**src/rtl/dar_consts.vh**
```
// Purpose: Constants for the dual address I2C ranging slave.
// Assumes: 100 MHz core clock, 1 us timebase tick.
// Notes:   Times are given in their own unit, all but the burst with a derived cycle count.
// Notes on behaviour
// - Acts only as an I2C slave; never starts bus traffic.
// - Fixed address 0x45 accepts writes into program memory only.
// - Application address resets to 0x29; host may reprogram it.
// - Sending: hold SCL low after bit 8 until next byte loaded.
// - After release, sample master ack; continue on ack, stop on nack.
// - Receiving: hold SCL after bit 8, decide ack or nack, release.
// - One timebase sets sample rate and times the echo flight.
// - Once configured, measures alone and raises a wake-up interrupt.
// - Interrupt may be set to fire on motion or on proximity.
// - Range is flight time times 343 m/s, halved.
// - Full scale distance sets listening length, hence cycle time.
// - Full scale distance is one-way distance to farthest target.
// - Report the earliest echo, the first target in view.
// - Measurements may also be started by an external trigger.
// - Free-running: interrupt pin is output, pulses on new sample.
// - Triggered: host pulses pin; start after fixed delay from rise.
`ifndef DAR_CONSTS_VH
`define DAR_CONSTS_VH

`define DAR_PROG_ADDR      7'h45
`define DAR_APP_ADDR_RST   7'h29
`define DAR_ADDR_MIN       7'h08
`define DAR_ADDR_MAX       7'h77

`define DAR_CLK_NS         10
`define DAR_STRETCH_NS     200
`define DAR_STRETCH_CYC    ((`DAR_STRETCH_NS + `DAR_CLK_NS - 1) / `DAR_CLK_NS)
`define DAR_TICK_NS        1000
`define DAR_TICK_CYC       (`DAR_TICK_NS / `DAR_CLK_NS)
`define DAR_TICKS_PER_MS   1000
`define DAR_TRIG_DELAY_NS  5000
`define DAR_TRIG_CYC       ((`DAR_TRIG_DELAY_NS + `DAR_CLK_NS - 1) / `DAR_CLK_NS)
`define DAR_INT_PULSE_NS   1000
`define DAR_INT_CYC        ((`DAR_INT_PULSE_NS + `DAR_CLK_NS - 1) / `DAR_CLK_NS)
`define DAR_BURST_US       16'h0064
`define DAR_SOUND_MPS      26'h0000157
`define DAR_MM_DIV         26'h00007d0
`define DAR_CM_TO_US_MUL   24'h004e20
`define DAR_SOUND_MPS24    24'h000157

`define DAR_PMEM_DEPTH     64
`define DAR_PMEM_AW        6

`define DAR_REG_CTRL       3'h0
`define DAR_REG_FSD        3'h1
`define DAR_REG_PERIOD     3'h2
`define DAR_REG_ADDR       3'h3
`define DAR_REG_THRESH     3'h4
`define DAR_REG_RANGE_LO   3'h5
`define DAR_REG_RANGE_HI   3'h6
`define DAR_REG_STATUS     3'h7

`define DAR_CTRL_EN        0
`define DAR_CTRL_TRIG      1
`define DAR_CTRL_CFG_LO    2
`define DAR_CTRL_CFG_HI    3
`define DAR_CTRL_RST       8'h00
`define DAR_FSD_RST        8'h64
`define DAR_PERIOD_RST     8'h28
`define DAR_THRESH_RST     8'h32
`define DAR_NO_ECHO        16'hffff

`define DAR_CFG_SAMPLE     2'h0
`define DAR_CFG_PROX       2'h1
`define DAR_CFG_MOTION     2'h2

`endif

```
**src/rtl/dar_top.v**
```verilog
// Purpose: I2C slave with program and application addresses plus ranging
//          sequencer for an ultrasonic time-of-flight sensor.
// Assumes: SCL, SDA, echo and interrupt pins are asynchronous to clk.
// Notes:   Open-drain pins drive low only while their enable is high.
`timescale 1ns/1ns
`include "dar_consts.vh"

module dar_top (
  input  wire        clk,
  input  wire        nrst,
  input  wire        scl_in,
  output wire        scl_out,
  output reg         scl_oe,
  input  wire        sda_in,
  output wire        sda_out,
  output reg         sda_oe,
  input  wire        int_in,
  output reg         int_out,
  output wire        int_oe,
  input  wire        echo_in,
  output reg         tx_burst,
  output reg  [15:0] range_mm,
  output reg         fw_loaded,
  output reg  [6:0]  app_addr,
  input  wire [5:0]  fw_rd_addr,
  output reg  [7:0]  fw_rd_data
);

  localparam [7:0] S_IDLE = 8'h01, S_RX = 8'h02, S_RXHOLD = 8'h04,
                   S_RXACK = 8'h08, S_TX = 8'h10, S_TXHOLD = 8'h20,
                   S_TXACK = 8'h40, S_WAIT = 8'h80;
  localparam [3:0] M_IDLE = 4'h1, M_DELAY = 4'h2, M_BURST = 4'h4,
                   M_LISTEN = 4'h8;
  // Counts are worked out at full width, then cut to their counters
  localparam integer STRETCH_N = `DAR_STRETCH_CYC - 1;
  localparam integer TICK_N    = `DAR_TICK_CYC - 1;
  localparam integer MS_N      = `DAR_TICKS_PER_MS - 1;
  localparam integer TRIG_N    = `DAR_TRIG_CYC - 1;
  localparam integer INT_N     = `DAR_INT_CYC;
  localparam [4:0] STRETCH_END = STRETCH_N[4:0];
  localparam [6:0] TICK_END    = TICK_N[6:0];
  localparam [9:0] MS_END      = MS_N[9:0];
  localparam [9:0] TRIG_END    = TRIG_N[9:0];
  localparam [6:0] INT_LEN     = INT_N[6:0];

  function [15:0] tof_to_mm;
    input [15:0] t;
    reg   [25:0] p;
    reg   [25:0] q;
    begin
      p = {10'h000, t} * `DAR_SOUND_MPS;
      q = p / `DAR_MM_DIV;
      tof_to_mm = q[15:0];
    end
  endfunction

  function [15:0] cm_to_round_us;
    input [7:0]  cm;
    reg   [23:0] p;
    reg   [23:0] q;
    begin
      p = {16'h0000, cm} * `DAR_CM_TO_US_MUL;
      q = p / `DAR_SOUND_MPS24;
      cm_to_round_us = q[15:0];
    end
  endfunction

  ////////////////////////////////////////////////////////////////////////////
  // Reset release and pin synchronisers
  reg  [1:0] rst_q;
  wire       rst_n = rst_q[1];
  reg  [2:0] scl_q;
  reg  [2:0] sda_q;
  reg  [2:0] int_q;
  reg  [1:0] echo_q;

  always @(posedge clk or negedge nrst) begin
    if (!nrst) rst_q <= 2'h0;
    else       rst_q <= {rst_q[0], 1'b1};
  end

  always @(posedge clk or negedge rst_n) begin
    if (!rst_n) begin
      scl_q  <= 3'h7;
      sda_q  <= 3'h7;
      int_q  <= 3'h0;
      echo_q <= 2'h0;
    end else begin
      scl_q  <= {scl_q[1:0], scl_in};
      sda_q  <= {sda_q[1:0], sda_in};
      int_q  <= {int_q[1:0], int_in};
      echo_q <= {echo_q[0], echo_in};
    end
  end

  wire scl_rise = scl_q[1] & ~scl_q[2];
  wire scl_fall = ~scl_q[1] & scl_q[2];
  wire bus_start = scl_q[1] & scl_q[2] & sda_q[2] & ~sda_q[1];
  wire bus_stop  = scl_q[1] & scl_q[2] & ~sda_q[2] & sda_q[1];

  // Open drain: only ever pull low; the device never masters the bus
  assign scl_out = 1'b0;
  assign sda_out = 1'b0;

  ////////////////////////////////////////////////////////////////////////////
  // I2C slave
  reg [7:0]  state;
  reg [3:0]  bitcnt;
  reg [7:0]  sreg;
  reg [7:0]  txbuf;
  reg [4:0]  hold;
  reg        first;
  reg        is_read;
  reg        to_prog;
  reg        ack_bit;
  reg        m_ack;
  reg [2:0]  ptr;
  reg        ptr_set;
  reg [6:0]  pm_ptr;
  reg        pm_wrote;
  reg [7:0]  ctrl;
  reg [7:0]  fsd;
  reg [7:0]  period;
  reg [7:0]  thresh;
  reg [6:0]  addr_pend;
  reg        addr_upd;
  reg        rd_clr;
  reg [7:0]  pmem [0:`DAR_PMEM_DEPTH-1];
  reg [7:0]  rd_data;
  reg        new_flag;
  reg        busy;
  reg        reg_ok;

  wire prog_hit = sreg[7:1] == `DAR_PROG_ADDR;
  wire app_hit  = sreg[7:1] == app_addr;
  wire addr_ack = (prog_hit & ~sreg[0]) | app_hit;
  wire pm_full  = pm_ptr[`DAR_PMEM_AW];
  wire legal    = !sreg[7] && sreg[6:0] >= `DAR_ADDR_MIN &&
                  sreg[6:0] <= `DAR_ADDR_MAX;

  always @* begin
    case (ptr)
      `DAR_REG_CTRL:     rd_data = ctrl;
      `DAR_REG_FSD:      rd_data = fsd;
      `DAR_REG_PERIOD:   rd_data = period;
      `DAR_REG_ADDR:     rd_data = {1'b0, app_addr};
      `DAR_REG_THRESH:   rd_data = thresh;
      `DAR_REG_RANGE_LO: rd_data = range_mm[7:0];
      `DAR_REG_RANGE_HI: rd_data = range_mm[15:8];
      default:           rd_data = {5'h00, busy, fw_loaded, new_flag};
    endcase
    case (ptr)
      `DAR_REG_CTRL, `DAR_REG_FSD, `DAR_REG_PERIOD, `DAR_REG_THRESH:
        reg_ok = 1'b1;
      `DAR_REG_ADDR: reg_ok = legal;
      default:       reg_ok = 1'b0;
    endcase
  end

  // Memory has no reset, so it sits in its own process
  always @(posedge clk) begin
    fw_rd_data <= pmem[fw_rd_addr];
    if (state == S_RXHOLD && hold == STRETCH_END && !first && to_prog &&
        !pm_full)
      pmem[pm_ptr[5:0]] <= sreg;
  end

  always @(posedge clk or negedge rst_n) begin
    if (!rst_n) begin
      state <= S_IDLE;  bitcnt <= 4'h0;  sreg <= 8'h00;  txbuf <= 8'h00;
      hold <= 5'h00;    first <= 1'b0;   is_read <= 1'b0; to_prog <= 1'b0;
      ack_bit <= 1'b0;  m_ack <= 1'b0;   ptr <= 3'h0;     ptr_set <= 1'b0;
      pm_ptr <= 7'h00;  pm_wrote <= 1'b0; scl_oe <= 1'b0; sda_oe <= 1'b0;
      ctrl <= `DAR_CTRL_RST;     fsd <= `DAR_FSD_RST;
      period <= `DAR_PERIOD_RST; thresh <= `DAR_THRESH_RST;
      app_addr <= `DAR_APP_ADDR_RST;
      addr_pend <= `DAR_APP_ADDR_RST;
      addr_upd <= 1'b0; rd_clr <= 1'b0; fw_loaded <= 1'b0;
    end else begin
      rd_clr <= 1'b0;
      if (bus_stop) begin
        state <= S_IDLE;
        scl_oe <= 1'b0;
        sda_oe <= 1'b0;
        // Address swap waits for stop so the ack in flight stays valid
        if (addr_upd) app_addr <= addr_pend;
        addr_upd <= 1'b0;
        if (pm_wrote) fw_loaded <= 1'b1;
        pm_wrote <= 1'b0;
      end else if (bus_start) begin
        state <= S_RX;
        bitcnt <= 4'h0;
        first <= 1'b1;
        scl_oe <= 1'b0;
        sda_oe <= 1'b0;
      end else begin
        case (state)
          S_RX: begin
            if (scl_rise) begin
              sreg <= {sreg[6:0], sda_q[1]};
              bitcnt <= bitcnt + 4'h1;
            end else if (scl_fall && bitcnt == 4'h8) begin
              state <= S_RXHOLD;
              scl_oe <= 1'b1;
              hold <= 5'h00;
            end
          end
          S_RXHOLD: begin
            hold <= hold + 5'h01;
            if (hold == STRETCH_END) begin
              state <= S_RXACK;
              scl_oe <= 1'b0;
              if (first) begin
                ack_bit <= addr_ack;
                sda_oe <= addr_ack;
                to_prog <= prog_hit;
                is_read <= sreg[0];
                ptr_set <= 1'b0;
                if (app_hit && sreg[0]) begin
                  txbuf <= rd_data;
                  ptr <= ptr + 3'h1;
                  rd_clr <= ptr == `DAR_REG_RANGE_HI;
                end
              end else if (to_prog) begin
                ack_bit <= ~pm_full;
                sda_oe <= ~pm_full;
                if (!pm_full) begin
                  pm_ptr <= pm_ptr + 7'h01;
                  pm_wrote <= 1'b1;
                end
              end else if (!ptr_set) begin
                ptr <= sreg[2:0];
                ptr_set <= 1'b1;
                ack_bit <= sreg[7:3] == 5'h00;
                sda_oe <= sreg[7:3] == 5'h00;
              end else begin
                ack_bit <= reg_ok;
                sda_oe <= reg_ok;
                ptr <= ptr + 3'h1;
                if (reg_ok) begin
                  case (ptr)
                    `DAR_REG_CTRL:   ctrl <= sreg;
                    `DAR_REG_FSD:    fsd <= sreg;
                    `DAR_REG_PERIOD: period <= sreg;
                    `DAR_REG_THRESH: thresh <= sreg;
                    default: begin
                      addr_pend <= sreg[6:0];
                      addr_upd <= 1'b1;
                    end
                  endcase
                end
              end
            end
          end
          S_RXACK: begin
            if (scl_fall) begin
              first <= 1'b0;
              bitcnt <= 4'h0;
              if (!ack_bit) begin
                state <= S_WAIT;
                sda_oe <= 1'b0;
              end else if (is_read) begin
                state <= S_TX;
                sreg <= txbuf;
                sda_oe <= ~txbuf[7];
              end else begin
                state <= S_RX;
                sda_oe <= 1'b0;
              end
            end
          end
          S_TX: begin
            if (scl_fall) begin
              if (bitcnt == 4'h7) begin
                state <= S_TXHOLD;
                sda_oe <= 1'b0;
                scl_oe <= 1'b1;
                hold <= 5'h00;
                txbuf <= rd_data;
                ptr <= ptr + 3'h1;
                rd_clr <= ptr == `DAR_REG_RANGE_HI;
              end else begin
                sreg <= {sreg[6:0], 1'b0};
                sda_oe <= ~sreg[6];
                bitcnt <= bitcnt + 4'h1;
              end
            end
          end
          S_TXHOLD: begin
            hold <= hold + 5'h01;
            if (hold == STRETCH_END) begin
              state <= S_TXACK;
              scl_oe <= 1'b0;
            end
          end
          S_TXACK: begin
            if (scl_rise) m_ack <= ~sda_q[1];
            if (scl_fall) begin
              bitcnt <= 4'h0;
              if (m_ack) begin
                state <= S_TX;
                sreg <= txbuf;
                sda_oe <= ~txbuf[7];
              end else begin
                state <= S_WAIT;
              end
            end
          end
          S_WAIT: state <= S_WAIT;
          default: state <= S_IDLE;
        endcase
      end
    end
  end

  ////////////////////////////////////////////////////////////////////////////
  // Ranging sequencer on the shared 1 us timebase
  reg [3:0]  mstate;
  reg [6:0]  tick_cnt;
  reg [9:0]  ms_cnt;
  reg [7:0]  per_cnt;
  reg [9:0]  dly;
  reg [15:0] tof;
  reg [15:0] echo_tof;
  reg        got;
  reg [15:0] last_range;
  reg [6:0]  int_cnt;

  wire        trig_mode = ctrl[`DAR_CTRL_TRIG];
  wire [1:0]  int_cfg   = ctrl[`DAR_CTRL_CFG_HI:`DAR_CTRL_CFG_LO];
  wire        armed     = ctrl[`DAR_CTRL_EN] & fw_loaded;
  wire        tick      = tick_cnt == TICK_END;
  wire        ms_tick   = tick & (ms_cnt == MS_END);
  wire [15:0] listen_us = cm_to_round_us(fsd);
  wire [15:0] new_mm    = got ? tof_to_mm(echo_tof) : `DAR_NO_ECHO;
  wire [15:0] lim_mm    = {5'h00, thresh, 3'h0} + {7'h00, thresh, 1'b0};
  wire [15:0] delta     = new_mm > last_range ? new_mm - last_range
                                              : last_range - new_mm;
  reg         fire;

  assign int_oe = ~trig_mode;

  always @* begin
    case (int_cfg)
      `DAR_CFG_PROX:   fire = got && new_mm < lim_mm;
      `DAR_CFG_MOTION: fire = delta > lim_mm;
      default:         fire = 1'b1;
    endcase
  end

  always @(posedge clk or negedge rst_n) begin
    if (!rst_n) begin
      mstate <= M_IDLE;  tick_cnt <= 7'h00; ms_cnt <= 10'h000;
      per_cnt <= 8'h00;  dly <= 10'h000;    tof <= 16'h0000;
      echo_tof <= 16'h0000; got <= 1'b0;    last_range <= `DAR_NO_ECHO;
      range_mm <= `DAR_NO_ECHO; new_flag <= 1'b0; int_cnt <= 7'h00;
      int_out <= 1'b0;   tx_burst <= 1'b0;  busy <= 1'b0;
    end else begin
      tick_cnt <= tick ? 7'h00 : tick_cnt + 7'h01;
      if (tick) ms_cnt <= ms_tick ? 10'h000 : ms_cnt + 10'h001;
      if (int_cnt != 7'h00) int_cnt <= int_cnt - 7'h01;
      int_out <= int_cnt != 7'h00 && !trig_mode;
      if (rd_clr) new_flag <= 1'b0;
      case (mstate)
        M_IDLE: begin
          busy <= 1'b0;
          if (ms_tick && per_cnt != 8'hff) per_cnt <= per_cnt + 8'h01;
          if (armed && trig_mode && int_q[1] && !int_q[2]) begin
            mstate <= M_DELAY;
            dly <= 10'h000;
            busy <= 1'b1;
          end else if (armed && !trig_mode && per_cnt >= period &&
                       period != 8'h00) begin
            mstate <= M_BURST;
            tick_cnt <= 7'h00;
            tof <= 16'h0000;
            tx_burst <= 1'b1;
            busy <= 1'b1;
          end
        end
        M_DELAY: begin
          dly <= dly + 10'h001;
          if (dly == TRIG_END) begin
            mstate <= M_BURST;
            tick_cnt <= 7'h00;
            tof <= 16'h0000;
            tx_burst <= 1'b1;
          end
        end
        M_BURST: begin
          if (tick) tof <= tof + 16'h0001;
          got <= 1'b0;
          // Leave on the tick that completes the burst: exactly its ticks
          if (tick && tof >= `DAR_BURST_US - 16'h0001) begin
            mstate <= M_LISTEN;
            tx_burst <= 1'b0;
          end
        end
        M_LISTEN: begin
          if (tick) tof <= tof + 16'h0001;
          // Only the first echo is kept; later echoes are ignored
          if (echo_q[1] && !got) begin
            got <= 1'b1;
            echo_tof <= tof;
          end
          if (tof >= listen_us) begin
            mstate <= M_IDLE;
            per_cnt <= 8'h00;
            range_mm <= new_mm;
            last_range <= new_mm;
            new_flag <= 1'b1;
            if (fire && !trig_mode) int_cnt <= INT_LEN;
          end
        end
        default: mstate <= M_IDLE;
      endcase
    end
  end

endmodule // dar_top

```
**config.mk**
```make
export PLATFORM = sky130hd
export DESIGN_NAME = dar_top
export DESIGN_NICKNAME = d
export VERILOG_FILES = /design/src/rtl/dar_top.v
export VERILOG_INCLUDE_DIRS = /design/src /design/src/rtl
export SDC_FILE = /design/constraint.sdc
export NUM_CORES = 2
export LEC_CHECK = 0
export ABC_AREA = 1
export BUFFER_PORTS_ARGS = -buffer_cell sky130_fd_sc_hd__buf_2
export CAP_MARGIN = 30
export CELL_PAD_IN_SITES_DETAIL_PLACEMENT = 1
export CELL_PAD_IN_SITES_GLOBAL_PLACEMENT = 1
export CORE_MARGIN = 5
export CORE_UTILIZATION = 48
export CTS_BUF_LIST = sky130_fd_sc_hd__clkbuf_4 sky130_fd_sc_hd__clkbuf_8 sky130_fd_sc_hd__clkbuf_16
export DETAILED_ROUTE_END_ITERATION = 10
export PLACE_DENSITY = 0.77
export SETUP_SLACK_MARGIN = 0.1
export SLEW_MARGIN = 20
export SYNTH_ARGS = -nofsm -noshare
export SYNTH_HDL_FRONTEND = slang
export SYNTH_SLANG_ARGS = --single-unit
```
**constraint.sdc**
```tcl
create_clock -name clk -period 7.4 [get_ports clk]
set_input_delay 1.48 -clock clk [delete_from_list [all_inputs] [get_ports clk]]
set_output_delay 1.48 -clock clk [all_outputs]
set_load 0.01 [all_outputs]
```
Word level (Yosys, flattened, before mapping)
Memory sizes are Yosys's and may differ from the RTL's. A register that Yosys moved wholly into a read port is not among the register bits. Cells that the tools add are included.

Register bits: 213. Bits in latches: 0. RAM bits: 512. Memory bits (read-only): 0. Input bits: 12. Output and inout bits: 39. Memories: 1.

Add/subtract/negate cells: 13. Multiply operators: 2. Div/mod/pow operators: 2. Order comparisons: 8. Equality and inequality tests: 74. Shift operators: 0. Mux-type cells: 145. Bitwise operators: 25. Reduce and logical (&&, ||, !) cells: 84.

Memory list: pmem (depth 64, width 8, read ports 1, clocked after memory_dff 1, write ports 1, line dar_top.v:128) `` reg [7:0] pmem [0:`DAR_PMEM_DEPTH-1]; ``.

Operators with widths (number): 8-bit 2-to-1 mux (27); 8-bit case mux with 7 select lines (2); 16-bit 2-to-1 mux (6); 7-bit 2-to-1 mux (9); 1-bit 2-to-1 mux (60); 16-bit case mux with 3 select lines (1); 2-bit inequality test (second input constant) (23); 9-bit AND reduction (5); 4-bit 2-to-1 mux (10); 4-bit inequality test (second input constant) (8); 8-bit case mux with 2 select lines (2); 8-bit case mux with 4 select lines (1); 8-bit AND reduction (4); 16-bit subtractor (2); 6-bit AND reduction (5); 25-bit by 11-bit divider with 26-bit output (second input constant) (1); 16-bit by 9-bit multiplier with 25-bit output (second input constant) (1); 5-bit 2-to-1 mux (5); 23-bit by 9-bit divider with 24-bit output (second input constant) (1); 2-bit nonzero test (11); 3-bit 2-to-1 mux (7); 10-bit by 1-bit adder with 10-bit output (second input constant) (2); 1-bit logical AND (20); 10-bit 2-to-1 mux (2); 74 further kinds (138).

Depth between registers and ports, before layout
Depth in word-level cells: 12. Gate-level depth with buffers: 167.

Worst setup path before layout
Ideal clock, no wire load.

Path kind: register to register. From: register echo_tof[5]. To: register int_cnt[2]. Data arrival time: 17359 ps. Data required time: 7279 ps. Path slack: -10080 ps. Cell stages (with the launch flop): 143. Path buffers: 2. Clock period less this slack: 17480 ps. Cell sequence: dfrtp_1 -> inv_1 -> fa_1 -> inv_1 -> ha_1 -> inv_1 -> fa_1 -> inv_1 -> fa_1 -> ha_1 -> a21oi_1 -> nand2_1 -> a21oi_1 -> o21bai_1 -> a21boi_1 -> o21ai_0 -> a21boi_1 -> o21ai_0 -> (+107 left out) -> o21ai_0 -> xor2_1 -> inv_1 -> ha_1 -> inv_1 -> nor2_1 -> o21a_1 -> o21ai_0 -> o211ai_1 -> a21oi_1 -> a31oi_1 -> a21o_1 -> a211oi_1 -> nand3b_1 -> a21oi_1 -> nand2_1 -> nand2_1 -> nand2_1.

Longest elaborated chain between the ends: 11. Elaborated cells on any way between the ends: 15. Classes of those cells: add/sub (2); mul (1); div (1); order compare (3); mux (6); reduce/logical (2).

Ends and longest elaborated chain: from (decl) (line dar_top.v:324) `reg [15:0] echo_tof;`; from (signal assigned) (line dar_top.v:404) `echo_tof <= tof;`; 16-bit by 9-bit multiplier with 25-bit output (no source line) (*); 25-bit by 11-bit divider with 26-bit output (no source line) (*); 16-bit 2-to-1 mux (no source line) (*); net new_mm[0] (line dar_top.v:335) `` wire [15:0] new_mm = got ? tof_to_mm(echo_tof) : `DAR_NO_ECHO; ``; 16-bit subtractor (tied with other cells) (line dar_top.v:338) `: last_range - new_mm;`; 16-bit 2-to-1 mux (line dar_top.v:337) `wire [15:0] delta = new_mm > last_range ? new_mm - last_range`; 16-bit by 12-bit > comparator with 1-bit output (line dar_top.v:346) `` `DAR_CFG_MOTION: fire = delta > lim_mm; ``; 1-bit case mux with 2 select lines (*) (line dar_top.v:344) `case (int_cfg)`; 1-bit logical AND (*) (line dar_top.v:412) `if (fire && !trig_mode) int_cnt <= INT_LEN;`; 7-bit 2-to-1 mux (*) (line dar_top.v:412); 7-bit 2-to-1 mux (*) (line dar_top.v:406) `if (tof >= listen_us) begin`; 7-bit 2-to-1 mux (*) (line dar_top.v:364) `case (mstate)`; to (signal assigned) (line dar_top.v:361) `if (int_cnt != 7'h00) int_cnt <= int_cnt - 7'h01;`; to (decl) (line dar_top.v:327) `reg [6:0] int_cnt;`.

Mark *: on every way through the listed nets, which the timed path passes. The rest lies on a longest branch. A chain may end at the register's enable or synchronous reset.

Worst setup path in the final report
From: register fsd[5]. To: register per_cnt[5].

Longest elaborated chain between the ends: 5.

Ends and longest elaborated chain: from (decl) (line dar_top.v:122) `reg [7:0] fsd;`; from (signal assigned) (line dar_top.v:174) `` ctrl <= `DAR_CTRL_RST; fsd <= `DAR_FSD_RST; ``; from (signal assigned) (line dar_top.v:243) `` `DAR_REG_FSD: fsd <= sreg; ``; 8-bit by 10-bit multiplier with 18-bit output (no source line); 23-bit by 9-bit divider with 24-bit output (no source line); 16-bit greater-or-equal comparator (line dar_top.v:406); 2-bit inequality test (no source line); 3-bit AND reduction (no source line); to (signal assigned) (line dar_top.v:367) `if (ms_tick && per_cnt != 8'hff) per_cnt <= per_cnt + 8'h01;`; to (decl) (line dar_top.v:321) `reg [7:0] per_cnt;`.

No other way between the ends.

==> key figures <==
Timing
  • Worst Tran Pin Value: 1421 ps
  • Final hold slack: 208.7 ps
  • Endpoints failing hold: 0
  • Fmax: 0.04854 GHz
  • Slew Limit Fails: 0
  • Crit path time final: 20,600 ps
  • Worst slew margin relative to its limit: 4.947%
  • Final Skew: 46.32 ps
  • # setup viols final: 34
  • Worst setup margin: -13,200 ps
  • Crit share post-route: 278.4%
  • Setup tns final: -443,780 ps
  • RSZ-0062 raised after global routing: yes

Floorplanning
  • Row cnt: 116
  • Total Die Area: 107,500 sq um
  • Chip width: 327.9 um
  • Starting density of the core: 48.38%
  • Core area: 100,300 sq um
  • I/O pin count: 51
  • Die Height: 327.9 um

Placed design
  • Placer Congestion: 0.9107
  • Setup WS pre-CTS: -11,620 ps
  • Post-DP HPWL: 120,300 um
  • Port Buffers: 48

Yosys
  • Syn Inst Count: 5,652
  • Seq/Total Area, Yosys: 43.10%
  • Post-synth ARST share: 29.06%
  • Count leader, synth: nand2_1
  • Main synth FF type: edfxtp_1
  • Number of synthesized flops with an enable pin: 512
  • #FFs+latches synth: 733
  • YS warnings: 0
  • Synthesized area: 48,520 sq um
  • Yosys top cell by area: edfxtp_1
  • Synth cell count leaders: nand2_1, nor2_1, inv_1
  • Share of the synthesized area in the top cell type: 31.69%
  • Mapped Avg Cell Area: 8.585 sq um
  • Netlist cell types: 90
  • Synth top area cells: edfxtp_1, dfrtp_1, nand2_1

Clock network
  • Root Buffer: clkbuf_16
  • CTS tree: done
  • CTS clock-pin slew for the worst setup and hold paths: 70 ps
  • Num CTS Buffers: 78
  • Clock Path Buffers: 3
  • CTS Sinks: 733
  • Clock Latency Late Sink: 680 ps
  • H-Tree Depth: 3
  • Hold Buf Count CTS: 0

Outcome
  • Status: finished, violations left
  • Violated checks: negative setup slack

Layout
  • Fillers: 11,350
  • Core Util, Final: 65.07%
  • Layout area overhead: 34.48%
  • Fraction of layout cells with a size suffix above 1: 35.70%
  • Nets: 7,121

Min path
  • Worst Hold Class: flip-flop to async pin

Critical path
  • CP endpoint kind: flip-flop
  • R2R Path End: per_cnt[5]
  • Maximum fanout along the worst path: 8
  • Delay of the slowest critical-path stage: 620 ps
  • Critical path class: flip-flop to flip-flop
  • CP required: 7930 ps
  • Reg2reg start: fsd[5]
  • Most frequent CP cell: nand2_4
  • Slowest CP cell: dfstp_2
  • Reg2Reg Depth: 146
  • Startpoint types: flip-flop
  • Critical Path AT: 21,140 ps
  • Worst R2R Setup Slack: -13,200 ps

Pwr
  • Pleak: 30.07 nW
  • Max VDD drop: 225.9 uV
  • PD cells: 137.5 nW/um^2
  • Tot Pwr: 8.974 mW

GRT
  • Remaining Overflow, GRT: 0
  • Vias in the first global route: 52,630
  • Pin count of the biggest net entering global routing: 154
  • Gr usage total: 34.26%
  • First-pass GRT wire length: 294,800 um
  • Initial antenna violation count: 6

Route
  • Iteration-0 DRC Markers: 5,116
  • Post-Route WL: 232,500 um
  • Via-to-Cell Ratio: 6.317
  • Routed Antenna Nets: 0
  • Via count: 52,080
  • DR WL/cell: 28.20 um
  • Residual DRC count: 0
  • DRT Pass-1 Iters: 6

Flow run
  • Max Cap Viol: 0
## kinds of logic after synthesis
| family | Yosys count | synth area share (%) |
|---|---|---|
| DFF | 733 | 43.10 |
| other | 2 | 0.01548 |
| adders and majority gates | 286 | 8.396 |
| xor gates and xnor gates | 144 | 2.638 |
| and+or+nand+nor | 2548 | 25.58 |
| muxes | 10 | 0.2243 |
| AOI/OAI and AO/OA | 1054 | 12.53 |
| buffers and inverters | 875 | 7.517 |
## registers in the layout, summed over array words and instances (netlist names), 8 cells and up
name and flops:
pmem 512, fsd 8, fw_rd_data 8, period 8, ctrl 8, ms_cnt 10, state 8, thresh 8
last_range 16, dly 10, sreg 8, txbuf 8, per_cnt 8, tof 16, echo_tof 16
## layout make-up
cell class                 count  area, sq um  area share, %
multi-input combinational   4051        27240          41.74
sequential                   733        20930          32.08
timing repair buffer        1243         9884          15.15
inverter                     716         2831          4.339
clock buffer                 110         2285          3.501
tap                         1357         1698          2.602
clock inverter                32        384.1         0.5886
antenna                        2        5.005       0.007670
## report_power, final
group          internal (mW)  total [mW]  switching, mW
clock network           2.38        4.22           1.83
registers               4.38        4.39         0.0148
logic                 0.0856       0.365          0.279
## per-stage QoR
| step | instance area, sq um | std cells |
|---|---|---|
| 2_1_floorplan | 49120 | 5653 |
| 3_3_place_gp | 57370 | 7842 |
| 3_5_place_dp | 57370 | 7842 |
| 4_1_cts | 62640 | 8123 |
| 5_1_grt | 65250 | 8242 |
| 6_report | 65260 | 8244 |
## layer usage
| metal | wire length, um | global-route usage, % |
|---|---|---|
| met5 | 60 | 0 |
| met4 | 22610 | 18.69 |
| met2 | 113400 | 61.49 |
| met1 | 79090 | 40.02 |
| met3 | 17360 | 4.043 |
## how the worst max path moves through the flow
stage                     startpoint    endpoint  slack, ps  cells after the start
final                         fsd[5]  per_cnt[5]     -13200                    146
after global routing          fsd[5]  per_cnt[5]     -13730                    143
after CTS                     fsd[5]  per_cnt[5]     -10400                    143
after detailed placement      fsd[5]  per_cnt[7]     -11620                    135
after global placement        fsd[5]  per_cnt[7]     -10900                    137
after floorplan               fsd[3]  per_cnt[7]      -9180                    151
## layout by cell type (no fill, tap or decap), drive strengths merged, types with 38 or more instances in the layout
cell type / count
o22ai: 152
dfstp: 38
clkinv: 40
buf: 1240
nand2: 1257
edfxtp: 512
a21oi: 157
clkbuf: 113
nor3: 50
fa: 66
ha: 220
xor2: 115
nor2: 749
dfrtp: 175
inv: 698
o21ai: 600
nand3: 357
nand4: 91
## critical path, delay by kind of cell, from the launching register on
family | cells | cell delay [ps]
AOI/OAI and AO/OA | 14 | 2350
buffers and inverters | 32 | 3550
DFF | 1 | 620
adders and majority gates | 7 | 2400
and+or+nand+nor | 93 | 11380
## timing repair
item,in CTS,in global routing
hold endpoints to repair,0,0
endpoints found under the setup margin,34,34
resized for setup,371,439
pin swaps,177,308
gates cloned,12,3
setup buffers,127,117
Note: power is estimated with default switching activity, not from simulation.
